$ cat config.mk
export PLATFORM = sky130hd
export DESIGN_NAME = wasd_top
export DESIGN_NICKNAME = d
export VERILOG_FILES = /design/src/pkg/wasd_pkg.sv /design/src/wasd_sync.sv /design/src/wasd_top.sv
export SDC_FILE = /design/constraint.sdc
export NUM_CORES = 1
export LEC_CHECK = 0
export ABC_CLOCK_PERIOD_IN_PS = 5700
export BUFFER_PORTS_ARGS = -buffer_cell sky130_fd_sc_hd__buf_2
export CORE_MARGIN = 2
export CORE_UTILIZATION = 25
export DETAILED_ROUTE_END_ITERATION = 6
export SLEW_MARGIN = 20
export SYNTH_ARGS = -nofsm -noshare
export SYNTH_HDL_FRONTEND = slang
export SYNTH_SLANG_ARGS = --single-unit
$ cat constraint.sdc
create_clock -name mclk -period 5.7 [get_ports mclk]
set_input_delay 0.285 -clock mclk [delete_from_list [all_inputs] [get_ports mclk]]
set_output_delay 0.285 -clock mclk [all_outputs]
set_load 0.05 [all_outputs]
$ cat src/pkg/wasd_pkg.sv
// Package: constants and types of the auto-shutdown source block
// How it works
// (RQ1) Each timer shutdown enable (bits 6, 5, 4) lets that timer's postscaled output trigger shutdown, and a clear enable ignores it.
// (RQ2) With the comparator B enable (bit 2) set, an active comparator B output forces shutdown, otherwise it has no effect.
// (RQ3) With the comparator A enable (bit 1) set, an active comparator A output forces shutdown, otherwise it has no effect.
// (RQ4) With the pin enable (bit 0) set, an active shutdown pin level forces shutdown, otherwise the pin is ignored.
// (RQ5) After the shutdown condition clears, outputs stay shut down until the next rising edge of the input waveform.
// (RQ6) The shutdown request is the OR of all enabled active sources.
// (RQ7) During shutdown each pair follows its two-bit state field: 01 tri-states, 00 drives the inactive level after the dead band.
// (RQ8) Auto-restart decides whether shutdown ends by itself when sources go idle or only when software clears it.
package wasd_pkg;
	localparam logic [7:0] ADDR_ENABLES = 8'h00;
	localparam logic [7:0] ADDR_CONTROL = 8'h04;
	localparam logic [7:0] ADDR_STATUS = 8'h08;
	localparam logic [7:0] ADDR_IRQ_CLEAR = 8'h0c;
	localparam logic [7:0] ADDR_IRQ_ENABLE = 8'h10;
	localparam int BIT_PIN = 0;
	localparam int BIT_CMP_A = 1;
	localparam int BIT_CMP_B = 2;
	localparam int BIT_TMR_A = 4;
	localparam int BIT_TMR_B = 5;
	localparam int BIT_TMR_C = 6;
	localparam logic [7:0] ENABLES_WMASK = 8'h77;
	localparam logic [7:0] ENABLES_ONES = 8'h88;
	localparam logic [7:0] ENABLES_RESET = 8'h00;
	// Control: [0] shutdown flag, [1] auto restart, [3:2] pair AC, [5:4] pair BD
	localparam int CTL_SHUT = 0;
	localparam int CTL_REN = 1;
	localparam int CTL_AC_LO = 2;
	localparam int CTL_BD_LO = 4;
	localparam logic [1:0] SDS_TRISTATE = 2'b01;
	localparam logic [1:0] SDS_INACTIVE = 2'b00;
	localparam logic [1:0] SDS_DRIVE0 = 2'b10;
	localparam logic [1:0] SDS_DRIVE1 = 2'b11;
	localparam int DEADBAND_NS = 20;
	localparam int CLK_NS = 5;
	localparam logic [3:0] DEADBAND_CYC = 4'((DEADBAND_NS + CLK_NS - 1) / CLK_NS);
	localparam int IRQ_ENTER = 0;
	localparam int IRQ_RESUME = 1;
	localparam logic [1:0] AXI_OKAY = 2'b00;
	localparam logic [1:0] AXI_SLVERR = 2'b10;
	typedef struct packed {
		logic [2:0] timer;
		logic [1:0] cmp;
		logic pin;
	} wasd_src_t;
	typedef struct packed {
		logic [3:0] level;
		logic [3:0] oe;
	} wasd_out_t;
endpackage : wasd_pkg

$ cat src/wasd_sync.sv
// Three-stage input synchroniser with agreement filter
`timescale 1ns/100ps
`default_nettype none
module wasd_sync #(
	parameter int WIDTH = 1
) (
	input wire logic mclk,
	input wire logic sys_rst,
	input wire logic [WIDTH-1:0] asyncIn,
	output logic [WIDTH-1:0] syncOut
);
	typedef struct packed {
		logic [WIDTH-1:0] s1;
		logic [WIDTH-1:0] s2;
		logic [WIDTH-1:0] s3;
		logic [WIDTH-1:0] q;
	} wasd_sync_st_t;
	wasd_sync_st_t st_reg, st_next;
	always_comb begin
		st_next = st_reg;
		st_next.s1 = asyncIn;
		st_next.s2 = st_reg.s1;
		st_next.s3 = st_reg.s2;
		for (int i = 0; i < WIDTH; i++) begin
			if (st_reg.s2[i] == st_reg.s3[i]) begin
				st_next.q[i] = st_reg.s3[i];
			end
		end
	end
	always_ff @(posedge mclk) begin
		if (sys_rst) begin
			st_reg <= '0;
		end else begin
			st_reg <= st_next;
		end
	end
	assign syncOut = st_reg.q;
endmodule : wasd_sync
`default_nettype wire

$ cat src/wasd_top.sv
// Auto-shutdown source selection with AXI4-Lite registers
//
// Our own choices: the AXI4-Lite slave port and the address map.
`timescale 1ns/100ps
`default_nettype none
module wasd_top (
	input wire logic mclk,
	input wire logic sys_rst,
	input wire logic [7:0] s_axi_awaddr,
	input wire logic s_axi_awvalid,
	output logic s_axi_awready,
	input wire logic [31:0] s_axi_wdata,
	input wire logic [3:0] s_axi_wstrb,
	input wire logic s_axi_wvalid,
	output logic s_axi_wready,
	output logic [1:0] s_axi_bresp,
	output logic s_axi_bvalid,
	input wire logic s_axi_bready,
	input wire logic [7:0] s_axi_araddr,
	input wire logic s_axi_arvalid,
	output logic s_axi_arready,
	output logic [31:0] s_axi_rdata,
	output logic [1:0] s_axi_rresp,
	output logic s_axi_rvalid,
	input wire logic s_axi_rready,
	input wire wasd_pkg::wasd_src_t srcIn,
	input wire logic waveIn,
	input wire logic [3:0] driveLevel,
	input wire logic [3:0] inactiveLevel,
	output wasd_pkg::wasd_out_t pairOut,
	output logic shutdownActive,
	output logic irq
);
	import wasd_pkg::*;

	typedef struct packed {
		logic awHeld;
		logic [7:0] awAddr;
		logic wHeld;
		logic [31:0] wData;
		logic [3:0] wStrb;
		logic bValid;
		logic [1:0] bResp;
		logic rValid;
		logic [31:0] rData;
		logic [1:0] rResp;
		logic [7:0] enables;
		logic autoRestart;
		logic [1:0] acState;
		logic [1:0] bdState;
		logic shut;
		logic waveLast;
		logic [3:0] deadCount;
		logic [1:0] irqStatus;
		logic [1:0] irqEnable;
		wasd_out_t outs;
	} wasd_st_t;

	wasd_st_t st_reg, st_next;
	wasd_src_t srcSync;
	logic waveSync;
	logic request;
	logic [1:0] irqEvent;
	logic wrFire;
	logic swClearShut;
	logic swSetShut;

	//--------------------------------------------------
	// Input synchronisers
	//--------------------------------------------------
	wasd_sync #(.WIDTH(7)) u_sync (
		.mclk(mclk),
		.sys_rst(sys_rst),
		.asyncIn({srcIn, waveIn}),
		.syncOut({srcSync, waveSync})
	);

	//--------------------------------------------------
	// Source combine
	//--------------------------------------------------
	always_comb begin
		request = 1'b0;
		if (st_reg.enables[BIT_TMR_A] && srcSync.timer[0]) request = 1'b1; // RQ1
		if (st_reg.enables[BIT_TMR_B] && srcSync.timer[1]) request = 1'b1; // RQ1
		if (st_reg.enables[BIT_TMR_C] && srcSync.timer[2]) request = 1'b1; // RQ1
		if (st_reg.enables[BIT_CMP_B] && srcSync.cmp[1]) request = 1'b1; // RQ2
		if (st_reg.enables[BIT_CMP_A] && srcSync.cmp[0]) request = 1'b1; // RQ3
		if (st_reg.enables[BIT_PIN] && srcSync.pin) request = 1'b1; // RQ4 RQ6
	end

	assign wrFire = st_reg.awHeld && st_reg.wHeld && !st_reg.bValid;
	assign swClearShut = wrFire && st_reg.awAddr == ADDR_CONTROL
		&& st_reg.wStrb[0] && !st_reg.wData[CTL_SHUT];
	assign swSetShut = wrFire && st_reg.awAddr == ADDR_CONTROL
		&& st_reg.wStrb[0] && st_reg.wData[CTL_SHUT];

	//--------------------------------------------------
	// Next state
	//--------------------------------------------------
	always_comb begin
		logic [1:0] sel;
		sel = 2'b00;
		st_next = st_reg;
		irqEvent = 2'b00;
		st_next.waveLast = waveSync;
		// Bus channels
		if (s_axi_awvalid && !st_reg.awHeld) begin
			st_next.awHeld = 1'b1;
			st_next.awAddr = s_axi_awaddr;
		end
		if (s_axi_wvalid && !st_reg.wHeld) begin
			st_next.wHeld = 1'b1;
			st_next.wData = s_axi_wdata;
			st_next.wStrb = s_axi_wstrb;
		end
		if (st_reg.bValid && s_axi_bready) st_next.bValid = 1'b0;
		if (wrFire) begin
			st_next.awHeld = 1'b0;
			st_next.wHeld = 1'b0;
			st_next.bValid = 1'b1;
			st_next.bResp = AXI_OKAY;
			if (st_reg.awAddr == ADDR_ENABLES) begin
				if (st_reg.wStrb[0])
					st_next.enables = st_reg.wData[7:0] & ENABLES_WMASK;
			end else if (st_reg.awAddr == ADDR_CONTROL) begin
				if (st_reg.wStrb[0]) begin
					st_next.autoRestart = st_reg.wData[CTL_REN];
					st_next.acState = st_reg.wData[CTL_AC_LO +: 2];
					st_next.bdState = st_reg.wData[CTL_BD_LO +: 2];
				end
			end else if (st_reg.awAddr == ADDR_IRQ_CLEAR) begin
				if (st_reg.wStrb[0])
					st_next.irqStatus = st_reg.irqStatus & ~st_reg.wData[1:0];
			end else if (st_reg.awAddr == ADDR_IRQ_ENABLE) begin
				if (st_reg.wStrb[0]) st_next.irqEnable = st_reg.wData[1:0];
			end else if (st_reg.awAddr != ADDR_STATUS) begin
				st_next.bResp = AXI_SLVERR;
			end
		end
		if (st_reg.rValid && s_axi_rready) st_next.rValid = 1'b0;
		if (s_axi_arvalid && !st_reg.rValid) begin
			st_next.rValid = 1'b1;
			st_next.rResp = AXI_OKAY;
			st_next.rData = '0;
			if (s_axi_araddr == ADDR_ENABLES) begin
				st_next.rData[7:0] = st_reg.enables | ENABLES_ONES;
			end else if (s_axi_araddr == ADDR_CONTROL) begin
				st_next.rData[CTL_SHUT] = st_reg.shut;
				st_next.rData[CTL_REN] = st_reg.autoRestart;
				st_next.rData[CTL_AC_LO +: 2] = st_reg.acState;
				st_next.rData[CTL_BD_LO +: 2] = st_reg.bdState;
			end else if (s_axi_araddr == ADDR_STATUS) begin
				st_next.rData[1:0] = st_reg.irqStatus;
			end else if (s_axi_araddr == ADDR_IRQ_ENABLE) begin
				st_next.rData[1:0] = st_reg.irqEnable;
			end else if (s_axi_araddr != ADDR_IRQ_CLEAR) begin
				st_next.rResp = AXI_SLVERR;
			end
		end
		// Shutdown flag: request wins over a software clear
		if (request || swSetShut) begin
			if (!st_reg.shut) irqEvent[IRQ_ENTER] = 1'b1;
			st_next.shut = 1'b1;
		end else if (st_reg.shut && (st_reg.autoRestart || swClearShut)) begin
			st_next.shut = 1'b0; // RQ8
		end
		// Dead band runs from entry, then rests at one to hold shutdown
		// until a rising input edge once the flag is gone
		if (!shutdownActive && st_next.shut) begin
			st_next.deadCount = DEADBAND_CYC;
		end else if (!st_reg.shut && !st_next.shut && shutdownActive
			&& waveSync && !st_reg.waveLast) begin
			st_next.deadCount = '0; // RQ5
			irqEvent[IRQ_RESUME] = 1'b1;
		end else if (st_reg.deadCount > 4'd1) begin
			st_next.deadCount = st_reg.deadCount - 4'd1;
		end
		// Pair outputs: A and C use the AC field, B and D the BD field
		for (int i = 0; i < 4; i++) begin
			sel = (i % 2 == 0) ? st_reg.acState : st_reg.bdState;
			if (!shutdownActive) begin
				st_next.outs.oe[i] = 1'b1;
				st_next.outs.level[i] = driveLevel[i];
			end else if (sel == SDS_TRISTATE) begin
				st_next.outs.oe[i] = 1'b0; // RQ7
				st_next.outs.level[i] = 1'b0;
			end else if (sel == SDS_INACTIVE) begin
				// Holds the last level until the dead band elapses
				st_next.outs.oe[i] = 1'b1;
				if (st_reg.deadCount <= 4'd1)
					st_next.outs.level[i] = inactiveLevel[i]; // RQ7
			end else begin
				st_next.outs.oe[i] = 1'b1;
				st_next.outs.level[i] = sel[0];
			end
		end
		// Set beats clear for the sticky status
		st_next.irqStatus = st_next.irqStatus | irqEvent;
	end

	// Shutdown holds from the flag until the resume edge
	assign shutdownActive = st_reg.shut || st_reg.deadCount != 4'd0;

	always_ff @(posedge mclk) begin
		if (sys_rst) begin
			st_reg <= '0;
			st_reg.enables <= ENABLES_RESET;
		end else begin
			st_reg <= st_next;
		end
	end

	//--------------------------------------------------
	// Ports
	//--------------------------------------------------
	assign s_axi_awready = !st_reg.awHeld;
	assign s_axi_wready = !st_reg.wHeld;
	assign s_axi_bvalid = st_reg.bValid;
	assign s_axi_bresp = st_reg.bResp;
	assign s_axi_arready = !st_reg.rValid;
	assign s_axi_rvalid = st_reg.rValid;
	assign s_axi_rdata = st_reg.rData;
	assign s_axi_rresp = st_reg.rResp;
	assign pairOut = st_reg.outs;
	assign irq = |(st_reg.irqStatus & st_reg.irqEnable);

	//--------------------------------------------------
	// Assertions
	//--------------------------------------------------
	property p_timer_a;
		@(posedge mclk) disable iff (sys_rst)
		(st_reg.enables[BIT_TMR_A] && srcSync.timer[0]) |=> st_reg.shut;
	endproperty
	a_timer_a: assert property (p_timer_a) else $error("timer a ignored"); // RQ1

	property p_timer_off;
		@(posedge mclk) disable iff (sys_rst)
		(!st_reg.enables[BIT_TMR_C] && srcSync.timer[2] && !request
		 && !swSetShut && !st_reg.shut) |=> !st_reg.shut;
	endproperty
	a_timer_off: assert property (p_timer_off) else $error("timer c leaked"); // RQ1

	property p_cmp_b;
		@(posedge mclk) disable iff (sys_rst)
		(st_reg.enables[BIT_CMP_B] && srcSync.cmp[1]) |-> request;
	endproperty
	a_cmp_b: assert property (p_cmp_b) else $error("comparator b ignored"); // RQ2

	property p_cmp_a;
		@(posedge mclk) disable iff (sys_rst)
		(st_reg.enables[BIT_CMP_A] && srcSync.cmp[0]) |=> shutdownActive;
	endproperty
	a_cmp_a: assert property (p_cmp_a) else $error("comparator a ignored"); // RQ3

	property p_pin;
		@(posedge mclk) disable iff (sys_rst)
		(st_reg.enables[BIT_PIN] && srcSync.pin) |=> ##1 st_reg.deadCount != 0;
	endproperty
	a_pin: assert property (p_pin) else $error("pin ignored"); // RQ4

	property p_hold;
		@(posedge mclk) disable iff (sys_rst)
		($fell(st_reg.shut) && !(waveSync && !st_reg.waveLast)) |-> shutdownActive;
	endproperty
	a_hold: assert property (p_hold) else $error("early resume"); // RQ5

	property p_or;
		@(posedge mclk) disable iff (sys_rst)
		(request == |({srcSync.timer, srcSync.cmp, srcSync.pin}
		 & {st_reg.enables[6:4], st_reg.enables[2:0]}));
	endproperty
	a_or: assert property (p_or) else $error("request not an OR"); // RQ6

	property p_tri;
		@(posedge mclk) disable iff (sys_rst)
		(shutdownActive && st_reg.acState == SDS_TRISTATE) ##1 shutdownActive
		|-> !pairOut.oe[0];
	endproperty
	a_tri: assert property (p_tri) else $error("pair ac not tristated"); // RQ7

	property p_restart;
		@(posedge mclk) disable iff (sys_rst)
		(st_reg.shut && !request && !swSetShut && !st_reg.autoRestart
		 && !swClearShut) |=> st_reg.shut;
	endproperty
	a_restart: assert property (p_restart) else $error("left shutdown alone"); // RQ8
endmodule : wasd_top
`default_nettype wire

Word level (Yosys, flattened, before mapping). Cells that the tools add are included.

Magnitude comparators: 2. Reduce and logical (&&, ||, !) cells: 49. Add/subtract/negate cells: 1. Mux-type cells: 63. Equal/unequal tests: 19. Bitwise operators: 7.

Operator list (count): 2-bit 2-to-1 mux (19); 35-bit 2-to-1 mux (1); 1-bit 2-to-1 mux (34); 1-bit logical AND (23); 8-bit by 3-bit equality test with 1-bit output (second input constant) (2); 8-bit by 4-bit equality test with 1-bit output (second input constant) (2); 8-bit by 5-bit equality test with 1-bit output (second input constant) (2); 8-bit zero test (2); 4-bit 2-to-1 mux (4); 8-bit by 4-bit != test with 1-bit output (second input constant) (2); 3-bit 2-to-1 mux (4); 1-bit zero test (9); 1-bit equality test (7); 6-bit 2-to-1 mux (1); 6-bit AND reduction (1); 2-bit AND (2); 2-bit by 1-bit equality test with 1-bit output (second input constant) (2); 4-bit by 1-bit greater-than comparator with 1-bit output (second input constant) (1); 4-bit by 1-bit <= comparator with 1-bit output (second input constant) (1); 2-bit zero test (2); 4-bit by 3-bit != test with 1-bit output (second input constant) (1); 4-bit != test (second input constant) (1); 4-bit AND reduction (1); 2-bit nonzero test (2); 10 further kinds (15).

Logic and storage cells: 174. Register bits after elaboration: 89.

Depth between registers and ports, before layout. Gate-level depths: netlist (run 1).

Depth in word-level cells: 17. Depth in mapped cells: 7. Mapped depth without buffers: 6.

Cells and area by module. A second synthesis (run 1) with hierarchy kept.

Cell total of the unflattened synthesis: 396. Area, all modules: 3757.4 um^2.

Modules (own cells, without submodules): wasd_top (instances 1, area an instance 2791.4 um^2, cells each 316); wasd_sync (instances 1, area an instance 965.9 um^2, cells each 80).

Least setup slack after synthesis (run 1). OpenSTA, ideal clock, no wires.

Kind: register to register. Start: register st_reg[12] (netlist name). End: register st_reg (netlist bit pairOut[5]). Cell stages (with the launch flop): 7. Required time: 5.630 ns. Data arrival time: 1.794 ns. Setup time: 0.070 ns. Slack: 3.836 ns. Buffers on the path: 1. Cell sequence: dfxtp_1 > inv_1 > ha_1 > or4b_1 > buf_2 > a221o_1 > a21oi_1.

Word-level cells in the longest chain between the ends: 3.

RTL lines: start: declaration (RTL line wasd_top.sv:59) `wasd_st_t st_reg, st_next;`; start signal: assignment (RTL line wasd_top.sv:209) `st_reg <= st_next;`; 4-bit nonzero test (*) (RTL line wasd_top.sv:202) `assign shutdownActive = st_reg.shut || st_reg.deadCount != 4'd0;`; 1-bit logical OR (*) (RTL line wasd_top.sv:202); via shutdownActive (RTL line wasd_top.sv:31) `output logic shutdownActive,`; 4-bit != test (no line) or 1-bit 2-to-1 mux (tied branches).

The timed path passes the listed nets; every way through them passes the cells marked *. A chain may end at the register's enable or synchronous reset.

Worst setup path after layout (run 1).
Start: register st_reg[13] (netlist name). End: output shutdownActive.

Word-level cells in the longest chain between the ends: 2.

RTL lines (RTL line): 4-bit nonzero test (wasd_top.sv:202); 1-bit logical OR (wasd_top.sv:202); end: declaration (wasd_top.sv:31).

No other way between the ends.

==> metrics.md, run 1 <==
| Metric | Value |
|---|---|
| Placed cells | `between 600 and 700` |
| Crit path to | `shutdownActive` |
| WP data arrival | `2020 ps` |
| Die Wd | `125.0 um` |
| Crit-path cells | `inv_1, ha_1, or4b_1, buf_2` |
| CP Launch Type | `flop` |
| FF+latch area | `1702 um^2` |
| Max Cap Viol | `0` |
| Hpwl dp | `just under 6000 um` |
| Crit-path leading delay family | `simple AND/OR/NAND/NOR gates` |
| Fin. Hold Viols | `0` |
| WL met3 | `485 um` |
| Post_cts resized | `0` |
| Max reg flops | `39` |
| Vias in the first global route | `2,723` |
| PortBufs | `70` |
| Post-Syn Area | `3659 um^2` |
| EDFF count, synth | `0` |
| Critical Path RT | `5410 ps` |
| Reg2reg end | `pairOut[7]` |
| Overall Global Routing Usage | `10.39%` |
| Clk sinks | `85` |
| Distinct cell type count of the synthesized netlist | `51` |
| CTS tree | `done` |
| Worst Hold Class | `input port to flop` |
| Max clock buf depth | `2` |
| Post-route ant nets | `0` |
| Synth Flop Type | `dfxtp_1` |
| WL final | `7837 um` |
| Slew @ Worst Pin | `1046 ps` |
| Metal2 WL | `~3600 um` |
| Synth Instances | `a little over 400` |
| DR iter-0 viols | `129` |
| Final Cycle Share | `40.46%` |
| Power Density | `369.8 nW/um^2` |
| Final setup fails | `0` |
| Clk slew on worst S/H paths | `70 ps` |
| Num CTS Buffers | `9` |
| DRC viols | `0` |
| Worst Path Class, Setup | `flop to output port` |
| Synthesized flop and latch total | `85` |
| Max Fclk | `between 400 and 500 MHz` |
| Worst slew margin | `a little under a third` |
| Post-route cell area | `4249 um^2` |
| Shortest period the worst path allows | `2306 ps` |
| Die extent in y | `125.0 um` |
| Syn Area/Cell | `about 9.0 um^2` |
| Async set or reset register ratio after synthesis | `0%` |
| Worst Setup SP | `st_reg[13]` |
| Share of cells above drive strength 1 | `20.52%` |
| H-Tree Depth | `3` |
| Final GP Congestion | `0.7866` |
| Ys Warns | `0` |
| GRT Residual Overflow | `0` |
| RSZ-0062 raised after global routing | `false` |
| Die ar. | `between 15,000 and 20,000 um^2` |
| DP Area | `3953 um^2` |
| DR pass1 iterations | `4` |
| Max Used Layer | `met4` |
| Drt wl/cell | `~12 um` |
| Vias | `between 2,000 and 3,000` |
| First-pass GRT wire length | `13,010 um` |
| Tot Pwr | `1.571 mW` |
| Flop2flop setup slack | `3710 ps` |
| Area grow syn2layout | `16.14%` |
| Worst reg-to-reg path cell count | `5` |
| Met1 wire length | `3665 um` |
| Vias/cell | `roughly 4.4` |
| Core area | `14,420 um^2` |
| CTS Root Cell | `clkbuf_16` |
| Worst Path Max Fanout | `13` |
| Setup TNS Final | `0 ps` |
| Boundary Pins | `about 130` |
| Cts hold-fix bufs | `0` |
| Worst r2r src | `st_reg[13]` |
| Largest net degree at the start of global routing | `52` |
| Row count | `44` |
| VDD IR max | `112.6 uV` |
| Critical path depth | `4` |
| Most frequent cells in the layout | `dfxtp_1, buf_2, nor2_1` |
| Fin util | `29.46%` |
| Final Skew | `6.634 ps` |
| ANT cells | `0` |
| Multi-input gate area | `1610 um^2` |
| Most common cell after layout, fill and taps aside | `dfxtp_1` |
| Initial core utilization | `around 25%` |
| CP bufs+invs | `2` |
| # fillers | `between 1,500 and 2,000` |
| Nets | `529` |
| Static leakage power | `1.737 nW` |
| CP max stage delay | `700 ps` |
| Setup repair bufs after CTS | `0` |
| Sequential area share after synthesis | `between 40% and 50%` |
| Final std cells w/o fill | `642` |
| Status | `complete, no violations` |
| Initial antenna violation count | `0` |
| Slowest CP cell | `or4b_1` |
| Crit path capture type | `output port` |
| Clk_lat worst skew | `340 ps` |
| Max Slew Vio Count | `0` |
[kinds of logic after synthesis]
kind of cell             count (synthesis)  share of synthesized area [%]
flip-flops                              85                          46.51
AND/OR/NAND/NOR                        143                          20.62
buffers and inverters                   73                          12.04
other                                    1                         0.1025
AO/OA/AOI/OAI                           75                          12.69
multiplexers                            25                          6.874
adder cells (fa/ha/maj)                  2                         0.6839
XOR/XNOR                                 2                         0.4789
[synthesized netlist by cell type, types with 2 or more instances]
library cell	instances	area (um^2)
o21ai_0	17	85.08
and2_1	2	12.51
clkbuf_1	15	56.30
a221oi_1	3	26.28
or4_4	2	22.52
mux2i_1	24	240.2
a21oi_1	31	155.2
ha_1	2	25.02
and3_1	2	12.51
o21a_1	2	15.01
nor2b_1	26	162.7
nand3b_1	2	15.01
buf_4	44	330.3
a22oi_1	5	37.54
a31oi_1	3	18.77
a221o_1	4	40.04
nand3_1	13	65.06
nand2_1	15	56.30
nor4_1	7	43.79
inv_1	12	45.04
dfxtp_1	85	1702
nor2_1	46	172.7
nand2b_1	4	25.02
nand4_1	2	12.51
nor3_1	11	55.05
a211oi_1	2	15.01
[power breakdown]
group          internal [mW]  switching [mW]
registers              0.632          0.0263
logic                  0.113           0.240
clock network          0.306           0.254
total                   1.05           0.520
[stage by stage]
stage	hold WS (ps)	setup WS (ps)
after floorplan	395.2	3836
after global placement	426.1	3744
after detailed placement	421.2	3721
after CTS	136.0	3402
after global routing	145.1	3331
final	151.6	3394
[worst register-to-register path, delay by kind of cell (launching register included)]
family	cells	cell delay, ps
AOI/OAI and AO/OA	2	550
adders and majority gates	1	240
and+or+nand+nor	1	700
DFF	1	320
buffers and inverters	1	100
[final cells by class]
cell class,instances,area share [%]
flip-flops and latches,85,40.05
multi-input cells,273,37.90
repair buffers,72,8.598
well taps,184,5.418
clock buffers,9,5.300
clock inverters,7,1.678
inverters,12,1.060
[metal layers]
metal | vias to the layer above | global-route usage [%]
li1 | 1439 | -
met1 | 1289 | 12.83
met2 | 75 | 16.53
met3 | 4 | 3.894
met4 | 0 | 3.922
met5 | - | 0
[how the worst min path moves through the flow]
stage | end | depth (start not counted) | startpoint
after global routing | u_sync.st_next[16] | 2 | srcIn[1]
final | u_sync.st_next[20] | 2 | srcIn[5]
after floorplan | st_reg[105] | 1 | s_axi_wvalid
after CTS | u_sync.st_next[20] | 2 | srcIn[5]
after detailed placement | u_sync.st_next[13] | 1 | u_sync.st_next[20]
after global placement | u_sync.st_next[13] | 1 | u_sync.st_next[20]
Note: power is estimated with default switching activity, not from simulation.
==> run 2: changes to the inputs <==
--- a/config.mk
+++ b/config.mk
@@ -5,7 +5,7 @@
 export SDC_FILE = /design/constraint.sdc
 export NUM_CORES = 1
 export LEC_CHECK = 0
-export ABC_CLOCK_PERIOD_IN_PS = 5700
+export ABC_CLOCK_PERIOD_IN_PS = 2200
 export BUFFER_PORTS_ARGS = -buffer_cell sky130_fd_sc_hd__buf_2
 export CORE_MARGIN = 2
 export CORE_UTILIZATION = 25
==> constraint.sdc (replaced) <==
create_clock -name mclk -period 2.2 [get_ports mclk]
set_input_delay 0.11 -clock mclk [delete_from_list [all_inputs] [get_ports mclk]]
set_output_delay 0.11 -clock mclk [all_outputs]
set_load 0.05 [all_outputs]
==> metrics.md, run 2 (synthesis gave the netlist of run 1 again) <==
| Metric | Value |
|---|---|
| PortBufs | `70 (unchanged)` |
| Core area | `14,420 um^2 (unchanged)` |
| Switching Share | `31.37% (was 33.10%)` |
| RSZ-0062 raised after global routing | `false (unchanged)` |
| Most frequent cells in the layout | `dfxtp_1, buf_2, nor2_1 (unchanged)` |
| DR iter-0 viols | `79 (was 129)` |
| Crit path capture type | `flop (was output port)` |
| Die extent in y | `125.0 um (unchanged)` |
| Int Pwr | `2.870 mW (was 1.051 mW)` |
| Worst Path Class, Setup | `flop to flop (was flop to output port)` |
| Vias/cell | `4.327 (was 4.372)` |
| VDD IR max | `413.1 uV (was 112.6 uV)` |
| Max clock buf depth | `2 (unchanged)` |
| Flop2flop setup slack | `220 ps (was 3710 ps)` |
| WL final | `8224 um (was 7837 um)` |
| Max Slew Vio Count | `0 (unchanged)` |
| CTS tree | `done (unchanged)` |
| Worst Path Max Fanout | `13 (unchanged)` |
| Post-route ant nets | `0 (unchanged)` |
| Overall Global Routing Usage | `10.60% (was 10.39%)` |
| Most common cell after layout, fill and taps aside | `dfxtp_1 (unchanged)` |
| ANT cells | `0 (unchanged)` |
| Max reg flops | `39 (unchanged)` |
| Power Density | `946.6 nW/um^2 (was 369.8 nW/um^2)` |
| Setup ws final | `223.4 ps (was 3394 ps)` |
| Share of cells above drive strength 1 | `21.64% (was 20.52%)` |
| Nets | `547 (was 529)` |
| Num CTS Buffers | `9 (unchanged)` |
| Worst reg-to-reg path cell count | `4 (was 5)` |
| Vias in the first global route | `2,751 (was 2,723)` |
| Initial core utilization | `25.36% (unchanged)` |
| Clk_lat worst skew | `340 ps (about the same)` |
| Slew @ Worst Pin | `580.0 ps (was 1046 ps)` |
| Initial antenna violation count | `0 (unchanged)` |
| H-Tree Depth | `3 (unchanged)` |
| Net Switching | `1.312 mW (was 0.5200 mW)` |
| Final GP Congestion | `0.8430 (was 0.7866)` |
| Final setup fails | `0 (unchanged)` |
| Comb power frac | `22.9% (was 22.4%)` |
| Static leakage power | `1.833 nW (was 1.737 nW)` |
| Max Fclk | `505.9 MHz` |
| Row count | `44 (unchanged)` |
| Worst slew margin | `60.98% (was 30.14%)` |
| Clk pwr share | `36.3% (was 35.6%)` |
| Area grow syn2layout | `20.76% (was 16.14%)` |
| Die Wd | `125.0 um (unchanged)` |
| Sequential power share | `40.8% (was 41.9%)` |
| Boundary Pins | `125 (unchanged)` |
| DR pass1 iterations | `4 (unchanged)` |
| Worst Hold Class | `input port to flop (unchanged)` |
| Setup TNS Final | `0 ps (unchanged)` |
| WP data arrival | `2220 ps (was 2020 ps)` |
| Shortest period the worst path allows | `1977 ps` |
| Max Cap Viol | `0 (unchanged)` |
| Hpwl dp | `6188 um (was 5959 um)` |
| Drt wl/cell | `12.46 um (was 12.21 um)` |
| Final Skew | `5.804 ps (was 6.634 ps)` |
| Status | `complete, no violations (unchanged)` |
| First-pass GRT wire length | `13,220 um (was 13,010 um)` |
| GRT Residual Overflow | `0 (unchanged)` |
| Hold Startpoint | `s_axi_awaddr[6] (was srcIn[5])` |
| Clk slew on worst S/H paths | `60 ps (was 70 ps)` |
| Die ar. | `15,620 um^2 (unchanged)` |
| Hold path endpoint | `st_reg[112] (was u_sync.st_next[20])` |
| Fin. Hold Viols | `0 (unchanged)` |
| Largest net degree at the start of global routing | `32 (was 52)` |
| Pre-CTS setup slack | `232.2 ps (was 3721 ps)` |
| Vias | `2,856 (was 2,807)` |
| CTS Root Cell | `clkbuf_16 (unchanged)` |
| Worst r2r src | `st_reg[109] (was st_reg[13])` |
| Critical Path RT | `2440 ps (was 5410 ps)` |
| Hold depth | `3 (was 2)` |
| Final Cycle Share | `between 80% and 90%` |
| Reg2reg end | `st_reg[12] (was pairOut[7])` |
| DRC viols | `0 (unchanged)` |
| Clk sinks | `85 (unchanged)` |
| CP Launch Type | `flop (unchanged)` |
==> run 2: changes by cell type in the layout (fill, tap and decap cells not counted), sizes merged <==
| cell | before | now |
|---|---|---|
| buf | 72 | 80 |
| dlygate4sd3 | 0 | 10 |
| clkinv | 3 | 5 |
| clkinvlp | 2 | 0 |
| inv | 14 | 12 |
| bufinv | 0 | 1 |
| clkbuf | 9 | 10 |
==> run 2: how the worst max path moves through the flow <==
stage	to	startpoint	cells past startpoint	slack (ps)
3_3_place_gp	st_reg[12]	st_reg[106]	4	290
5_1_grt	st_reg[12]	st_reg[109]	4	40
6_report	st_reg[12]	st_reg[109]	4	220
2_1_floorplan	pairOut[5]	st_reg[12]	6	340
3_5_place_dp	st_reg[12]	st_reg[106]	4	230
4_1_cts	shutdownActive	st_reg[12]	4	50
==> run 2: critical path, cell delays in order, from the launching register on <==
cell     delay [ps]
dfxtp_1         430
or4bb_1         560
nor4_1          430
nor3_1          190
nor4_1          270
==> run 2: through the flow <==
stage	hold WS [ps]	power, mW	instances	util (%)	area [um^2]
final	6.330	4.182	660	30.63	4418
after global routing	14.27	4.369	660	30.63	4418
after CTS	2.607	4.217	660	30.60	4414
after detailed placement	321.7	2.676	634	27.82	4013
after global placement	318.0	2.637	634	27.82	4013
after floorplan	220.2	2.532	431	-	3752
==> run 2: metal layers <==
layer  share of wire [%]  vias to the layer above  global-route usage (%)
li1                    -                     1476                       -
met1                  47                     1303                   13.18
met2                  46                       68                   17.23
met3                 5.3                        9                   4.193
met4                 1.2                        0                   2.745
met5                   0                        -                       0
==> run 2: timing repair <==
item / CTS / global route
gates resized for setup: 0 / 1
buffers inserted: 0 / 0
hold buffers: 10 / 0
endpoints found under the setup margin: 0 / 1
endpoints found under the hold margin: 10 / 0
==> run 2: power groups by stage <==
stage / Combinational (mW) / Sequential (mW) / Clock (mW)
2_1_floorplan: 0.803 / 1.73 / 0
3_3_place_gp: 0.901 / 1.74 / 0
3_5_place_dp: 0.934 / 1.74 / 0
4_1_cts: 0.950 / 1.71 / 1.56
5_1_grt: 1.04 / 1.72 / 1.61
6_report: 0.958 / 1.71 / 1.52
==> run 2: area by class of cell <==
| type | count | area, um^2 |
|---|---|---|
| Fill cell | 1543 | 10010 |
| Sequential cell | 85 | 1702 |
| Multi-Input combinational cell | 273 | 1614 |
| Timing Repair Buffer | 90 | 525.5 |
| Clock buffer | 10 | 239.0 |
| Tap cell | 184 | 230.2 |
| Clock inverter | 6 | 62.56 |
| Inverter | 12 | 45.04 |
